$ cat config.mk
export PLATFORM = sky130hd
export DESIGN_NAME = alt_adapter_end_flat
export DESIGN_NICKNAME = d
export VERILOG_FILES = /design/src/alt_pkg.sv /design/src/alt_link_if.sv /design/src/alt_req_tracker.sv /design/src/alt_adapter_end.sv /design/src/flat_wrapper.sv
export SDC_FILE = /design/constraint.sdc
export NUM_CORES = 1
export LEC_CHECK = 0
export ABC_AREA = 1
export BUFFER_PORTS_ARGS = -buffer_cell sky130_fd_sc_hd__clkbuf_2
export CORE_MARGIN = 2
export CORE_UTILIZATION = 25
export CTS_BUF_LIST = sky130_fd_sc_hd__clkbuf_8
export CTS_CLUSTER_DIAMETER = 100
export CTS_CLUSTER_SIZE = 8
export DETAILED_ROUTE_END_ITERATION = 8
export GPL_TIMING_DRIVEN = 0
export HOLD_SLACK_MARGIN = 0.15
export MAX_ROUTING_LAYER = met4
export SLEW_MARGIN = 20
export SYNTH_ARGS = -nofsm -noshare
export SYNTH_HDL_FRONTEND = slang
export SYNTH_HIERARCHICAL = 1
export SYNTH_SLANG_ARGS = --single-unit
export TNS_END_PERCENT = 5
$ cat constraint.sdc
create_clock -name clk -period 2.1 [get_ports clk]
set_clock_uncertainty 0.15 [all_clocks]
set_input_delay 0.315 -clock clk [delete_from_list [all_inputs] [get_ports clk]]
set_output_delay 0.315 -clock clk [all_outputs]
set_load 0.01 [all_outputs]
$ cat src/alt_pkg.sv
package alt_pkg;
  // Block clock
  localparam int unsigned CLK_HZ = 125_000_000;
  // Timeout figures in seconds
  localparam int unsigned RESPONSE_LIMIT_S = 3;
  localparam int unsigned INIT_PROCESS_LIMIT_S = 5;
  localparam int unsigned INIT_WAIT_LIMIT_S = 6;
  localparam int unsigned CONFIRM_PROCESS_LIMIT_S = 3;
  localparam int unsigned DISPOSAL_MIN_WAIT_S = 6;
  localparam int unsigned CONFIRM_ISSUE_LIMIT_S = 3;
  localparam int unsigned CONFIRM_WAIT_LIMIT_S = 5;
  // Cycle counts derived from the clock rate
  localparam longint unsigned RESPONSE_LIMIT_CYC = 64'(RESPONSE_LIMIT_S) * CLK_HZ;
  localparam longint unsigned INIT_PROCESS_LIMIT_CYC = 64'(INIT_PROCESS_LIMIT_S) * CLK_HZ;
  localparam longint unsigned INIT_WAIT_LIMIT_CYC = 64'(INIT_WAIT_LIMIT_S) * CLK_HZ;
  localparam longint unsigned CONFIRM_PROCESS_LIMIT_CYC = 64'(CONFIRM_PROCESS_LIMIT_S) * CLK_HZ;
  localparam longint unsigned DISPOSAL_MIN_WAIT_CYC = 64'(DISPOSAL_MIN_WAIT_S) * CLK_HZ;
  localparam longint unsigned CONFIRM_ISSUE_LIMIT_CYC = 64'(CONFIRM_ISSUE_LIMIT_S) * CLK_HZ;
  localparam longint unsigned CONFIRM_WAIT_LIMIT_CYC = 64'(CONFIRM_WAIT_LIMIT_S) * CLK_HZ;
  localparam int unsigned TIMER_W = 32;
  // Serial rate codes
  localparam int unsigned RATE_W = 3;
  localparam logic [2:0] RATE_2400 = 3'h0;
  localparam logic [2:0] RATE_9600 = 3'h1;
  localparam logic [2:0] RATE_4800 = 3'h2;
  localparam logic [2:0] RATE_19200 = 3'h3;
  localparam logic [2:0] RATE_38400 = 3'h4;
  localparam logic [2:0] RATE_57600 = 3'h5;
  localparam logic [2:0] RATE_115200 = 3'h6;
  // Frame kinds on the link
  localparam int unsigned KIND_W = 2;
  localparam logic [1:0] KIND_REQUEST = 2'h0;
  localparam logic [1:0] KIND_RESPONSE = 2'h1;
  localparam logic [1:0] KIND_ERROR = 2'h2;
  localparam logic [1:0] KIND_CONFIRM = 2'h3;
  localparam int unsigned DATA_W = 8;

  typedef enum logic [1:0] {
    ALT_IDLE = 2'b00,
    ALT_WAIT = 2'b01,
    ALT_FAIL = 2'b10
  } alt_req_state_t;

  typedef enum logic [2:0] {
    ALT_STOP = 3'b000,
    ALT_INIT = 3'b001,
    ALT_CONFIRM = 3'b010,
    ALT_RUN = 3'b011,
    ALT_INIT_FAIL = 3'b100
  } alt_adapter_state_t;
endpackage

$ cat src/alt_link_if.sv
`timescale 1ns/1ps
`default_nettype none
interface alt_link_if;
  import alt_pkg::*;
  // Reset line, appliance to adapter
  logic applResetN;
  // Adapter to appliance frame strobe
  logic a2eValid;
  logic [1:0] a2eKind;
  logic [7:0] a2eData;
  // Appliance to adapter frame strobe
  logic e2aValid;
  logic [1:0] e2aKind;
  logic [7:0] e2aData;
  // Agreed bit rate, chosen by the appliance
  logic [2:0] linkRate;

  modport adapter (input applResetN, output a2eValid, output a2eKind, output a2eData,
    input e2aValid, input e2aKind, input e2aData, input linkRate);
  modport appliance (output applResetN, input a2eValid, input a2eKind, input a2eData,
    output e2aValid, output e2aKind, output e2aData, output linkRate);
endinterface
`default_nettype wire

$ cat src/alt_req_tracker.sv
`timescale 1ns/1ps
`default_nettype none
// One outstanding request at a time, with response timeout and retry
module alt_req_tracker
  import alt_pkg::*;
#(
  parameter logic [TIMER_W-1:0] LIMIT = TIMER_W'(RESPONSE_LIMIT_CYC)
) (
  // System
  input wire logic clk,
  input wire logic srst,
  // Local request
  input wire logic reqSent,
  input wire logic respSeen,
  input wire logic errSeen,
  // Status
  output logic busy,
  output logic retry
);
  alt_req_state_t state, next_state;
  logic [TIMER_W-1:0] timer, next_timer;
  logic next_retry;

  always_comb begin
    next_state = state;
    next_timer = timer;
    next_retry = 1'b0;
    unique case (state)
      ALT_IDLE: begin
        // Timer starts at the end of the request frame
        if (reqSent) begin
          next_state = ALT_WAIT;
          next_timer = '0;
        end
      end
      ALT_WAIT: begin
        next_timer = timer + 1'b1;
        if (respSeen) begin
          next_state = ALT_IDLE;
        end else if (errSeen || timer >= LIMIT - 1'b1) begin
          // Error frame treated like timeout
          next_state = ALT_FAIL;
        end
      end
      ALT_FAIL: begin
        next_retry = 1'b1;
        next_state = ALT_IDLE;
      end
      default: next_state = ALT_IDLE;
    endcase
  end

  always_ff @(posedge clk) begin
    if (srst) begin
      state <= ALT_IDLE;
      timer <= '0;
      retry <= 1'b0;
    end else begin
      state <= next_state;
      timer <= next_timer;
      retry <= next_retry;
    end
  end

  // No second request while one is pending
  assign busy = (state != ALT_IDLE);
endmodule
`default_nettype wire

$ cat src/alt_adapter_end.sv
`timescale 1ns/1ps
`default_nettype none
// Overview of operation
// - Answer any request within three seconds
// - Finish initialization within five seconds
// - Declare init failed after six seconds
// - Appliance confirms interface data within three seconds
// - Appliance waits six seconds for disposal
// - Appliance issues confirmation within three seconds
// - Adapter confirmation wait limit five seconds
// - Confirm wait exceeds both appliance limits
// - Low reset stops adapter, rise restarts
// - Both parties implement the reset function
// - Adapter supports 2400 and 9600 bps
// - Appliance supports 2400 or 9600 bps
// - Optional extra rates only beyond both base
// - One request outstanding; drop overlapping requests
// - Drop bad frame, send error; resend (only once running; a bad confirm or response frame is still taken)
module alt_adapter_end
  import alt_pkg::*;
#(
  parameter logic [TIMER_W-1:0] RESP_LIMIT = TIMER_W'(RESPONSE_LIMIT_CYC),
  parameter logic [TIMER_W-1:0] INIT_LIMIT = TIMER_W'(INIT_PROCESS_LIMIT_CYC),
  parameter logic [TIMER_W-1:0] CONFIRM_LIMIT = TIMER_W'(CONFIRM_WAIT_LIMIT_CYC),
  parameter bit EXTRA_RATES = 1'b1
) (
  // System
  input wire logic clk,
  input wire logic srst,
  // Link
  alt_link_if.adapter link,
  // User request path
  input wire logic userReqValid,
  input wire logic [7:0] userReqData,
  output logic userReqReady,
  // User answer to appliance requests
  input wire logic userRespValid,
  input wire logic [7:0] userRespData,
  // Received frames and reception errors
  input wire logic rxError,
  output logic rxValid,
  output logic [7:0] rxData,
  // Status
  output logic stopped,
  output logic running,
  output logic initFail,
  output logic respLate,
  output logic retryReq,
  output logic rateOk
);
  // Inconsistent limits make every initialization fail on its first confirm-phase cycle, so the fault cannot go unseen
  localparam bit LIMITS_ORDERED = (CONFIRM_WAIT_LIMIT_S > CONFIRM_PROCESS_LIMIT_S) &&
    (CONFIRM_WAIT_LIMIT_S > CONFIRM_ISSUE_LIMIT_S);

  alt_adapter_state_t state, next_state;
  logic [TIMER_W-1:0] phaseTimer, next_phaseTimer;
  logic [TIMER_W-1:0] answerTimer, next_answerTimer;
  logic owed, next_owed;
  logic resetSeen, next_resetSeen;
  logic next_rxValid, next_respLate, next_initFail;
  logic [7:0] next_rxData;
  logic a2eValid, next_a2eValid;
  logic [1:0] a2eKind, next_a2eKind;
  logic [7:0] a2eData, next_a2eData;
  logic trkBusy, trkRetry;
  logic sendReq, respIn, errIn, reqIn, confirmIn;

  assign respIn = link.e2aValid && link.e2aKind == KIND_RESPONSE;
  assign errIn = link.e2aValid && link.e2aKind == KIND_ERROR;
  assign reqIn = link.e2aValid && link.e2aKind == KIND_REQUEST;
  assign confirmIn = link.e2aValid && link.e2aKind == KIND_CONFIRM;
  assign sendReq = userReqValid && userReqReady;
  // A bad incoming frame takes the strobe for the error frame, so no request then
  assign userReqReady = running && !trkBusy && !a2eValid && !owed && !(rxError && link.e2aValid);

  alt_req_tracker #(.LIMIT(RESP_LIMIT)) u_trk (
    .clk(clk),
    .srst(srst || !running),
    .reqSent(sendReq),
    .respSeen(respIn),
    .errSeen(errIn),
    .busy(trkBusy),
    .retry(trkRetry)
  );

  always_comb begin
    next_state = state;
    next_phaseTimer = phaseTimer + 1'b1;
    next_answerTimer = answerTimer;
    next_owed = owed;
    next_resetSeen = link.applResetN;
    next_rxValid = 1'b0;
    next_rxData = rxData;
    next_respLate = 1'b0;
    next_initFail = initFail;
    next_a2eValid = 1'b0;
    next_a2eKind = a2eKind;
    next_a2eData = a2eData;
    if (!link.applResetN) begin
      next_state = ALT_STOP;
      next_phaseTimer = '0;
      next_owed = 1'b0;
      next_initFail = 1'b0;
    end else begin
      unique case (state)
        ALT_STOP: begin
          // Rising edge of the reset line starts initialization
          if (!resetSeen) begin
            next_state = ALT_INIT;
            next_phaseTimer = '0;
          end
        end
        ALT_INIT: begin
          if (phaseTimer >= INIT_LIMIT - 1'b1) begin
            next_state = ALT_CONFIRM;
            next_phaseTimer = '0;
            next_a2eValid = 1'b1;
            next_a2eKind = KIND_CONFIRM;
            next_a2eData = 8'h00;
          end
        end
        ALT_CONFIRM: begin
          if (confirmIn && LIMITS_ORDERED) begin
            next_state = ALT_RUN;
          end else if (!LIMITS_ORDERED || phaseTimer >= CONFIRM_LIMIT - 1'b1) begin
            next_state = ALT_INIT_FAIL;
            next_initFail = 1'b1;
          end
        end
        ALT_RUN: begin
          if (rxError && link.e2aValid) begin
            // Faulty frame is dropped and answered with an error frame
            next_a2eValid = 1'b1;
            next_a2eKind = KIND_ERROR;
            next_a2eData = 8'h00;
          end else if (reqIn && !owed) begin
            next_owed = 1'b1;
            next_answerTimer = '0;
            next_rxValid = 1'b1;
            next_rxData = link.e2aData;
          end else if (link.e2aValid && !reqIn) begin
            next_rxValid = 1'b1;
            next_rxData = link.e2aData;
          end
          // A request overlapping a pending answer is discarded
          if (owed) begin
            next_answerTimer = answerTimer + 1'b1;
            if (answerTimer == RESP_LIMIT - 1'b1) begin
              next_respLate = 1'b1;
            end
            if (userRespValid && !(rxError && link.e2aValid)) begin
              next_owed = 1'b0;
              next_a2eValid = 1'b1;
              next_a2eKind = KIND_RESPONSE;
              next_a2eData = userRespData;
            end
          end else if (sendReq) begin
            next_a2eValid = 1'b1;
            next_a2eKind = KIND_REQUEST;
            next_a2eData = userReqData;
          end
        end
        ALT_INIT_FAIL: begin
          next_initFail = 1'b1;
        end
        default: next_state = ALT_STOP;
      endcase
    end
  end

  always_ff @(posedge clk) begin
    if (srst) begin
      state <= ALT_STOP;
      phaseTimer <= '0;
      answerTimer <= '0;
      owed <= 1'b0;
      resetSeen <= 1'b0;
      rxValid <= 1'b0;
      rxData <= 8'h00;
      respLate <= 1'b0;
      initFail <= 1'b0;
      a2eValid <= 1'b0;
      a2eKind <= KIND_REQUEST;
      a2eData <= 8'h00;
    end else begin
      state <= next_state;
      phaseTimer <= next_phaseTimer;
      answerTimer <= next_answerTimer;
      owed <= next_owed;
      resetSeen <= next_resetSeen;
      rxValid <= next_rxValid;
      rxData <= next_rxData;
      respLate <= next_respLate;
      initFail <= next_initFail;
      a2eValid <= next_a2eValid;
      a2eKind <= next_a2eKind;
      a2eData <= next_a2eData;
    end
  end

  assign link.a2eValid = a2eValid;
  assign link.a2eKind = a2eKind;
  assign link.a2eData = a2eData;
  assign stopped = (state == ALT_STOP);
  assign running = (state == ALT_RUN);
  assign retryReq = trkRetry;
  // Both base rates always; extra rates only when enabled
  always_comb begin
    unique case (link.linkRate)
      RATE_2400, RATE_9600: rateOk = 1'b1;
      RATE_4800, RATE_19200, RATE_38400, RATE_57600, RATE_115200: rateOk = EXTRA_RATES;
      default: rateOk = 1'b0;
    endcase
  end
endmodule
`default_nettype wire

$ cat src/flat_wrapper.sv
// flat-port wrapper written by rule: the top's interface ports become plain ports
module alt_adapter_end_flat import alt_pkg::*;
#(
  parameter logic [TIMER_W-1:0] RESP_LIMIT = TIMER_W'(RESPONSE_LIMIT_CYC),
  parameter logic [TIMER_W-1:0] INIT_LIMIT = TIMER_W'(INIT_PROCESS_LIMIT_CYC),
  parameter logic [TIMER_W-1:0] CONFIRM_LIMIT = TIMER_W'(CONFIRM_WAIT_LIMIT_CYC),
  parameter bit EXTRA_RATES = 1'b1
)
  (clk, srst, userReqValid, userReqData, userReqReady, userRespValid, userRespData, rxError, rxValid, rxData, stopped, running, initFail, respLate, retryReq, rateOk, link_applResetN, link_a2eValid, link_a2eKind, link_a2eData, link_e2aValid, link_e2aKind, link_e2aData, link_linkRate);
  alt_link_if link_i ();
  input wire logic clk;
  input wire logic srst;
  input wire logic userReqValid;
  input wire logic [7:0] userReqData;
  output logic userReqReady;
  input wire logic userRespValid;
  input wire logic [7:0] userRespData;
  input wire logic rxError;
  output logic rxValid;
  output logic [7:0] rxData;
  output logic stopped;
  output logic running;
  output logic initFail;
  output logic respLate;
  output logic retryReq;
  output logic rateOk;
  input wire logic [$bits(link_i.applResetN)-1:0] link_applResetN;
  output wire logic [$bits(link_i.a2eValid)-1:0] link_a2eValid;
  output wire logic [$bits(link_i.a2eKind)-1:0] link_a2eKind;
  output wire logic [$bits(link_i.a2eData)-1:0] link_a2eData;
  input wire logic [$bits(link_i.e2aValid)-1:0] link_e2aValid;
  input wire logic [$bits(link_i.e2aKind)-1:0] link_e2aKind;
  input wire logic [$bits(link_i.e2aData)-1:0] link_e2aData;
  input wire logic [$bits(link_i.linkRate)-1:0] link_linkRate;
  assign link_i.applResetN = link_applResetN;
  assign link_a2eValid = link_i.a2eValid;
  assign link_a2eKind = link_i.a2eKind;
  assign link_a2eData = link_i.a2eData;
  assign link_i.e2aValid = link_e2aValid;
  assign link_i.e2aKind = link_e2aKind;
  assign link_i.e2aData = link_e2aData;
  assign link_i.linkRate = link_linkRate;
  alt_adapter_end #(.RESP_LIMIT(RESP_LIMIT), .INIT_LIMIT(INIT_LIMIT), .CONFIRM_LIMIT(CONFIRM_LIMIT), .EXTRA_RATES(EXTRA_RATES)) u_core (.clk(clk), .srst(srst), .link(link_i), .userReqValid(userReqValid), .userReqData(userReqData), .userReqReady(userReqReady), .userRespValid(userRespValid), .userRespData(userRespData), .rxError(rxError), .rxValid(rxValid), .rxData(rxData), .stopped(stopped), .running(running), .initFail(initFail), .respLate(respLate), .retryReq(retryReq), .rateOk(rateOk));
endmodule
==> results list, run 1 <==
* Worst r2r dst: u_core/answerTimer[30]
- Max transition margin: 54.6%
* Placed cell count: 1,618
- Average size of a mapped cell: 6.22 sq um
- In this design, the largest share of critical-path delay is due to simple AND/OR/NAND/NOR gates.
- Global route overflow: 0
- Entering global routing, the biggest net connects 17 pins.
* Worst Tran Pin Value: 678 ps
* Nets: 1,325
* Vias after detailed routing: 7,752
- In the final routed layout, each cell accounts on average for 12.4 microns.
- The mapped netlist covers 7300 sq um.
- After synthesis, the largest area contributor takes up 34.6% of total cell area.
- The initial antenna violation count came to 1.
- DRT Wirelength: 20.9 mm
- For this run, the top clock speed supported by timing is 0.501 GHz.
- The wire-length estimate of the detail-placed layout is 15.4 mm.
* Most common cell in the synthesized netlist: sky130_fd_sc_hd__nand2_1
- Area growth syn-to-layout: 24.4%
- Clock latency of the later-clocked register in the worst-skew pair: 450 ps
- Post-synth top cells: sky130_fd_sc_hd__nand2_1 (302), sky130_fd_sc_hd__nor2_1 (174), sky130_fd_sc_hd__inv_1 (144)
- Across all setup checks in the final design, the least slack found is 106 ps.
- STA classifies the critical path startpoint as a register.
- Clock-pin slew was measured on the worst setup and hold paths at 80 ps.
- Post-route DRC: 0
- After synthesis the netlist holds a flip-flop and latch count of 126.
- The worst path needs 1990 ps of the cycle, external delays included.
* Post-Synthesis Cells: 1,173
- 1st-iter DRT viols: 585
- During synthesis, Yosys emitted a total of 6 warnings.
- The via count of the first global-routing pass came to 7,202.
- Clock buffer count from CTS: 17
* Crit-path cells: inv_2 > nand3_4 > nor2_4 > nand2_2 > buf_4 > nor3_2 > nand2_1 > clkinv_1 > nand3_1 > nand2_1 > a21oi_1
- Largest area contributor in the netlist: sky130_fd_sc_hd__dfxtp_1
* Final Slew Violations: 0
- In this run the standard cell core region covers 28,700 sq um.
- Post-route non-filler standard cell count: 1,684
- Setup violations remaining at the end of the flow were counted as 0.
- Together, buffers and inverters on the worst path number 3.
- For this run, the register share of the synthesized area comes to 34.6%.
- Height of the chip: 175 microns
* Depth of the CTS H-tree: 4
- Among all flip-flop cells after synthesis, the most frequent one is sky130_fd_sc_hd__dfxtp_1.
- Worst setup path endpoint: u_core/answerTimer[30]
* First drt pass iteration count: 5
- Highest net fanout along the worst path: 10
* Antenna Nets Post-Route: 0
- STA classifies the critical path endpoint as a register.
- STA puts the critical path data arrival time at 2190 ps.
* Unique masters post-synth: 45
- First-pass GRT wire length: 34.5 mm
* Sink count of the clock tree: 126
- Crit. path cell count: 11
* Max IR drop VDD: 0.000268 V
- Cells taking the most area after synthesis: sky130_fd_sc_hd__dfxtp_1 (35%), sky130_fd_sc_hd__nand2_1 (16%), sky130_fd_sc_hd__nor2_1 (9.0%)
* Site row count: 62
- Setup slack after placement: -826 ps
- For this design the static power due to leakage is 3.46 nW.
- Reg-to-reg setup timing slack: 110 ps
* Standard cell with the maximum stage delay on the critical path: sky130_fd_sc_hd__dfxtp_1
- Number of enable flip-flop cells after synthesis: 0
- Among the stages of the critical path, the cell type that occurs most often is sky130_fd_sc_hd__nand2_1.
* Synth async-reset ratio: 0%
* Critical path required time: 2290 ps
* Effective utilization at floorplan: 25.4%
- Longest Clk Path Bufs: 2
- Unrepaired setup endpoints after global routing: yes
- On the worst path, the slowest cell contributes a delay of 380 ps.
* Die width: 175 microns
* Start point of the critical path: u_core/state[2]
* Count of input and output buffers: 61
- Counting cells, the worst reg-to-reg path comes to 11.
* Layout cell share with drive strength beyond 1: 14.5%
- Net count of the mapped netlist: 1,212
- Run status: finished clean
- After detailed routing, the number of vias per cell comes to 4.60.
- Power spread over the standard cell area amounts to 587 nW/um^2.
* R2r startpoint: u_core/state[2]
- TritonCTS built the clock tree.
- The path class of the tightest hold or removal check is in -> reg.
- Area enclosed by the die boundary: 30,600 sq um
* Overall track demand over capacity in global routing: 14.2%
- Setup total negative slack on the finished layout was measured at 0 ps.
* Ports placed on the boundary: 63
* Category of the critical setup timing path: reg -> reg
* Number of max-cap violations: 0
- Fin crit share: 95.0%
- The worst hold path passes through 4 cells.
- Routability-driven placement finished with a final weighted congestion of 0.910.
* Clock root buffer: sky130_fd_sc_hd__clkbuf_8
* Final hold violations: 0
report_power, final:
group / switching (mW) / total (mW) / internal, mW
registers: 0.0102 / 2.40 / 2.39
clock network: 1.04 / 2.64 / 1.60
logic: 0.165 / 0.285 / 0.120
repair_timing:
item                       CTS  global route
buffers inserted             2             8
hold endpoints to repair    20             0
setup endpoints to repair   82            86
pin swaps                    2             4
hold buffers                26             0
gates resized for setup     22            31
per-stage QoR:
stage / area, sq um / hold slack [ps] / utilization [%] / total power [mW]
after floorplan: 7300 / 268 / - / 2.58
after global placement: 8090 / 280 / 28.2 / 2.67
after detailed placement: 8090 / 287 / 28.2 / 2.67
after global routing: 9080 / 158 / 31.6 / 5.55
after CTS: 8920 / 150 / 31.1 / 5.39
final: 9080 / 172 / 31.6 / 5.33
cells in the final DEF, fill, tap and decap left out, drive strengths merged, types with 5 or more instances in the layout:
cell	n
xor2	9
clkinv	7
o21ai	49
nand3	123
nor2	181
nand4	24
nor4	6
xnor2	5
nand2	309
nor3	57
buf	25
bufinv	6
inv	151
a21oi	74
dlygate4sd3	26
clkbuf	88
a31oi	6
dfxtp	126
area by class of cell:
cell class / count / area [sq um]
clock inverter: 13 / 236
antenna: 1 / 2.50
tap: 384 / 480
clock buffer: 19 / 262
fill: 3171 / 19600
inverter: 155 / 591
timing repair buffer: 97 / 641
buffer: 23 / 126
sequential: 126 / 2530
multi-input combinational: 866 / 4210
per-layer routing:
| metal | up-vias | global-route usage (%) | part of all wire [%] |
|---|---|---|---|
| met2 | 172 | 22.4 | 45 |
| li1 | 4023 | - | - |
| met3 | 20 | 2.87 | 5.4 |
| met1 | 3537 | 18.3 | 48 |
| met5 | - | - | 0 |
| met4 | 0 | 4.34 | 1.4 |
worst register-to-register path, delay by kind of cell, from the launching register on:
family                 cells  cell delay [ps]
DFF                        1              380
buffers and inverters      3              450
AOI/OAI and AO/OA          1               40
and+or+nand+nor            7              850
cells by family after synthesis:
group / count (synthesis) / share of synthesized area [%]
adders and majority gates: 3 / 0.515
DFF: 126 / 34.6
AOI/OAI and AO/OA: 143 / 10.5
xor gates and xnor gates: 14 / 1.68
buffers and inverters: 181 / 9.79
and+or+nand+nor: 706 / 42.9
sequential cells by signal, summed over array words and instances, names as in the netlist:
register              flops
u_core/link.a2eKind       2
u_core/u_trk/retry        1
u_core/respLate           1
u_core/link.a2eData       8
u_core/u_trk/timer       32
u_core/rxData             8
u_core/state              3
u_core/owed               1
u_core/initFail           1
u_core/answerTimer       32
u_core/link.a2eValid      1
u_core/rxValid            1
u_core/u_trk/state        2
u_core/resetSeen          1
u_core/phaseTimer        32
worst min path at each step:
stage	slack, ps	to	start
after floorplan	270	u_core/phaseTimer[0]	u_core/phaseTimer[0]
after global placement	280	u_core/phaseTimer[0]	u_core/phaseTimer[0]
after detailed placement	290	u_core/phaseTimer[0]	u_core/phaseTimer[0]
after CTS	150	u_core/respLate	link_applResetN
after global routing	160	u_core/link.a2eData[7]	link_applResetN
final	170	u_core/link.a2eData[5]	link_applResetN
(Power assumes the default switching activity.)
==> inputs of run 2 (changes only) <==
--- a/config.mk
+++ b/config.mk
@@ -7,6 +7,8 @@
 export LEC_CHECK = 0
 export ABC_AREA = 1
 export BUFFER_PORTS_ARGS = -buffer_cell sky130_fd_sc_hd__clkbuf_2
+export CELL_PAD_IN_SITES_DETAIL_PLACEMENT = 1
+export CELL_PAD_IN_SITES_GLOBAL_PLACEMENT = 2
 export CORE_MARGIN = 2
 export CORE_UTILIZATION = 25
 export CTS_BUF_LIST = sky130_fd_sc_hd__clkbuf_8
@@ -16,6 +18,7 @@
 export GPL_TIMING_DRIVEN = 0
 export HOLD_SLACK_MARGIN = 0.15
 export MAX_ROUTING_LAYER = met4
+export PLACE_DENSITY_LB_ADDON = 0.1
 export SLEW_MARGIN = 20
 export SYNTH_ARGS = -nofsm -noshare
 export SYNTH_HDL_FRONTEND = slang
==> results list, run 2 (synthesis results as in run 1) <==
- Layout cell share with drive strength beyond 1: 15.1%
- On the worst path, the slowest cell contributes a delay of 310 ps.
- Critical path required time: 2280 ps
- Clock-pin slew was measured on the worst setup and hold paths at 80 ps.
- The worst register-to-register path has a setup slack of 20 ps.
- Register share of total power: 47.8%
* Antenna diodes: 0
- Critical Path Source Type: register
- The first detailed-routing pass took 4 iterations.
- Based on the critical path, the design can be clocked at up to 0.482 GHz.
- The total overflow left after global routing is 0.
* Post-DP HPWL: 20.2 mm
- Run status: finished clean
- Height of the chip: 175 microns
- For this design the ratio of total power to cell area is 549 nW/um^2.
- Antenna Nets Post-Route: 0
- From synthesis to final layout, the design area changed by 25.4%.
- Clock root buffer: sky130_fd_sc_hd__clkbuf_8
* Initial antenna violation count: 0
* Crit-path cells: buf_6 > nor2_1 > nand2_1 > nor3_4 > nand2_2 > inv_4 > inv_2 > nor2_4 > clkinv_4 > nand2_8 > inv_8 > clkbuf_16 > nand2_1 > a21oi_1
* Ports placed on the boundary: 63
* Largest registers in the final layout: u_core/answerTimer x32, u_core/phaseTimer x32, u_core/u_trk/timer x32
* Net Switching: 1.31 mW
- Gate power share: 6.0%
- Once the floorplan was initialized, standard cells occupied 25.4% of the core.
* Worst hold path type: in -> reg
- Of all nets on the critical path, the largest fanout is 10.
- CTS tree: yes
- The number of failing hold endpoints at the final stage was 0.
* Overall track demand over capacity in global routing: 18.4%
- Leading cell type in the layout, fill and taps excluded: sky130_fd_sc_hd__nand2_1
- Final core area utilization: 31.9%
- Routability-driven placement congestion ratio: 0.798
- Post-DR vias/cell: 4.60
- IR analysis of the VDD net gives a maximum drop of 0.000276 V.
- The clock network is responsible for 46.2% of the overall power.
* Mean routed wirelength per cell: 15.8 microns
- Max transition margin: 51.8%
- Number of max-cap violations: 0
- Data on the critical path arrives at its endpoint at 2260 ps.
- The critical path runs through a total of 14 cells.
- Count of input and output buffers: 61
- After the first detailed-routing iteration, the DRC count stood at 347.
* Start point of the critical path: u_core/owed
- Worst r2r dst: u_core/u_trk/timer[27]
- Cell-internal power: 3.72 mW
- Endpoints failing setup: 0
- Clock latency of the later-clocked register in the worst-skew pair: 470 ps
* Most common cell on crit path: sky130_fd_sc_hd__nand2_1
* Buf+Inv Stages, Crit Path: 6
* Unrepaired setup endpoints after global routing: yes
- The via count of the first global-routing pass was 7,767.
- Entering global routing, the biggest net connects 17 pins.
- The final critical path takes up 98.9% of the cycle.
* Worst Tran Pin Value: 723 ps
- Across all layers, the routed design uses 7,781 vias.
- Of the total power, the share spent switching nets is 26.1%.
- For the worst flop-to-flop path, the logic depth is 14.
* Total leakage power: 3.50 nW
* Sink count of the clock tree: 126
- R2r startpoint: u_core/owed
- The design draws 5.03 mW.
* Die width: 175 microns
* Standard cell core area: 28,700 sq um
- The most critical setup path has its endpoint at u_core/u_trk/timer[27].
- The top cell types in the final layout, fill and taps aside, are sky130_fd_sc_hd__nand2_1 (294), sky130_fd_sc_hd__nor2_1 (164), sky130_fd_sc_hd__inv_1 (141).
* Final Slew Violations: 0
- The finished cells cover 9150 sq um.
- Category of the critical setup timing path: reg -> reg
- Post-route DRC: 0
- On the critical path, the stage with the largest delay is an instance of sky130_fd_sc_hd__dfxtp_1.
* Category of the worst setup path capture point: register
- Total Negative Setup Slacks: 0 ps
- After the last flow step, the layout net total stands at 1,333.
* Depth of the CTS H-tree: 4
- Summed over all layers, the routed wires come to 26.8 mm.
- First-pass GRT wire length: 43.0 mm
* Final critical-path required period: 2080 ps
- After floorplanning, the core was divided into 62 placement rows.
- Counting along the longest clock path gives a buffer depth of 2.
- In this design, the largest share of critical-path delay is due to simple AND/OR/NAND/NOR gates.
- TritonCTS created 17 clock buffers.
- Area enclosed by the die boundary: 30,600 sq um
- In this run the cell area measured after placement is 8090 sq um.
[run 2: cell types whose count changed in the layout (fill, tap and decap cells not counted), sizes merged]
cell	delta
clkinv	+4
bufinv	-3
dlygate4sd3	+1
diode	-1
buf	+5
clkbuf	+1
[run 2: what timing repair did]
| action | 4_1_cts | 5_1_grt |
|---|---|---|
| endpoints found under the hold margin | 20 | 0 |
| buffers inserted | 1 | 13 |
| pin swaps | 4 | 6 |
| hold buffers | 27 | 0 |
| endpoints found under the setup margin | 105 | 88 |
| resized for setup | 43 | 32 |
| cloned | 0 | 1 |
[run 2: routing by layer]
layer | track usage, % | share of wire [%] | up-vias | routed length, microns
met1 | 24.5 | 49 | 3670 | 13200
met5 | - | 0 | - | 0
met3 | 2.55 | 2.1 | 12 | 554
met4 | 4.31 | 0.85 | 0 | 227
li1 | - | - | 4042 | -
met2 | 29.5 | 48 | 57 | 12800
[run 2: power groups by stage]
stage	clock network, mW	registers [mW]	logic [mW]
2_1_floorplan	0	2.46	0.122
3_3_place_gp	0	2.46	0.237
3_5_place_dp	0	2.46	0.238
4_1_cts	2.42	2.41	0.291
5_1_grt	2.53	2.41	0.334
6_report	2.32	2.41	0.300
[run 2: metrics by stage]
| step | worst slack [ps] | std cells | hold WS (ps) |
|---|---|---|---|
| final | 24.1 | 1691 | 184 |
| after CTS | -16.4 | 1677 | 159 |
| after detailed placement | -1280 | 1618 | 298 |
| after global placement | -1280 | 1618 | 286 |
| after floorplan | 53.0 | 1173 | 268 |
| after global routing | -94.0 | 1691 | 196 |
[run 2: layout make-up]
| type | instances | area, sq um |
|---|---|---|
| Timing Repair Buffer | 103 | 706 |
| Multi-Input combinational cell | 866 | 4270 |
| Sequential cell | 126 | 2530 |
| Inverter | 155 | 602 |
| Tap cell | 384 | 480 |
| Buffer | 25 | 146 |
| Fill cell | 3729 | 19600 |
| Clock inverter | 14 | 168 |
| Clock buffer | 18 | 248 |
[run 2: worst min-delay path, cell delays in order]
cell and delay, ps:
sky130_fd_sc_hd__clkbuf_2 120, sky130_fd_sc_hd__nand3_4 150, sky130_fd_sc_hd__nand3_1 110, sky130_fd_sc_hd__a21oi_1 50
[run 2: worst min-delay path by stage]
stage | end | from | slack, ps | cells past startpoint
6_report | u_core/link.a2eData[5] | link_applResetN | 180 | 4
2_1_floorplan | u_core/phaseTimer[0] | u_core/phaseTimer[0] | 270 | 1
3_5_place_dp | u_core/phaseTimer[0] | u_core/phaseTimer[0] | 300 | 1
3_3_place_gp | u_core/phaseTimer[0] | u_core/phaseTimer[0] | 290 | 1
5_1_grt | u_core/link.a2eData[2] | link_applResetN | 200 | 4
4_1_cts | u_core/link.a2eKind[0] | srst | 160 | 4
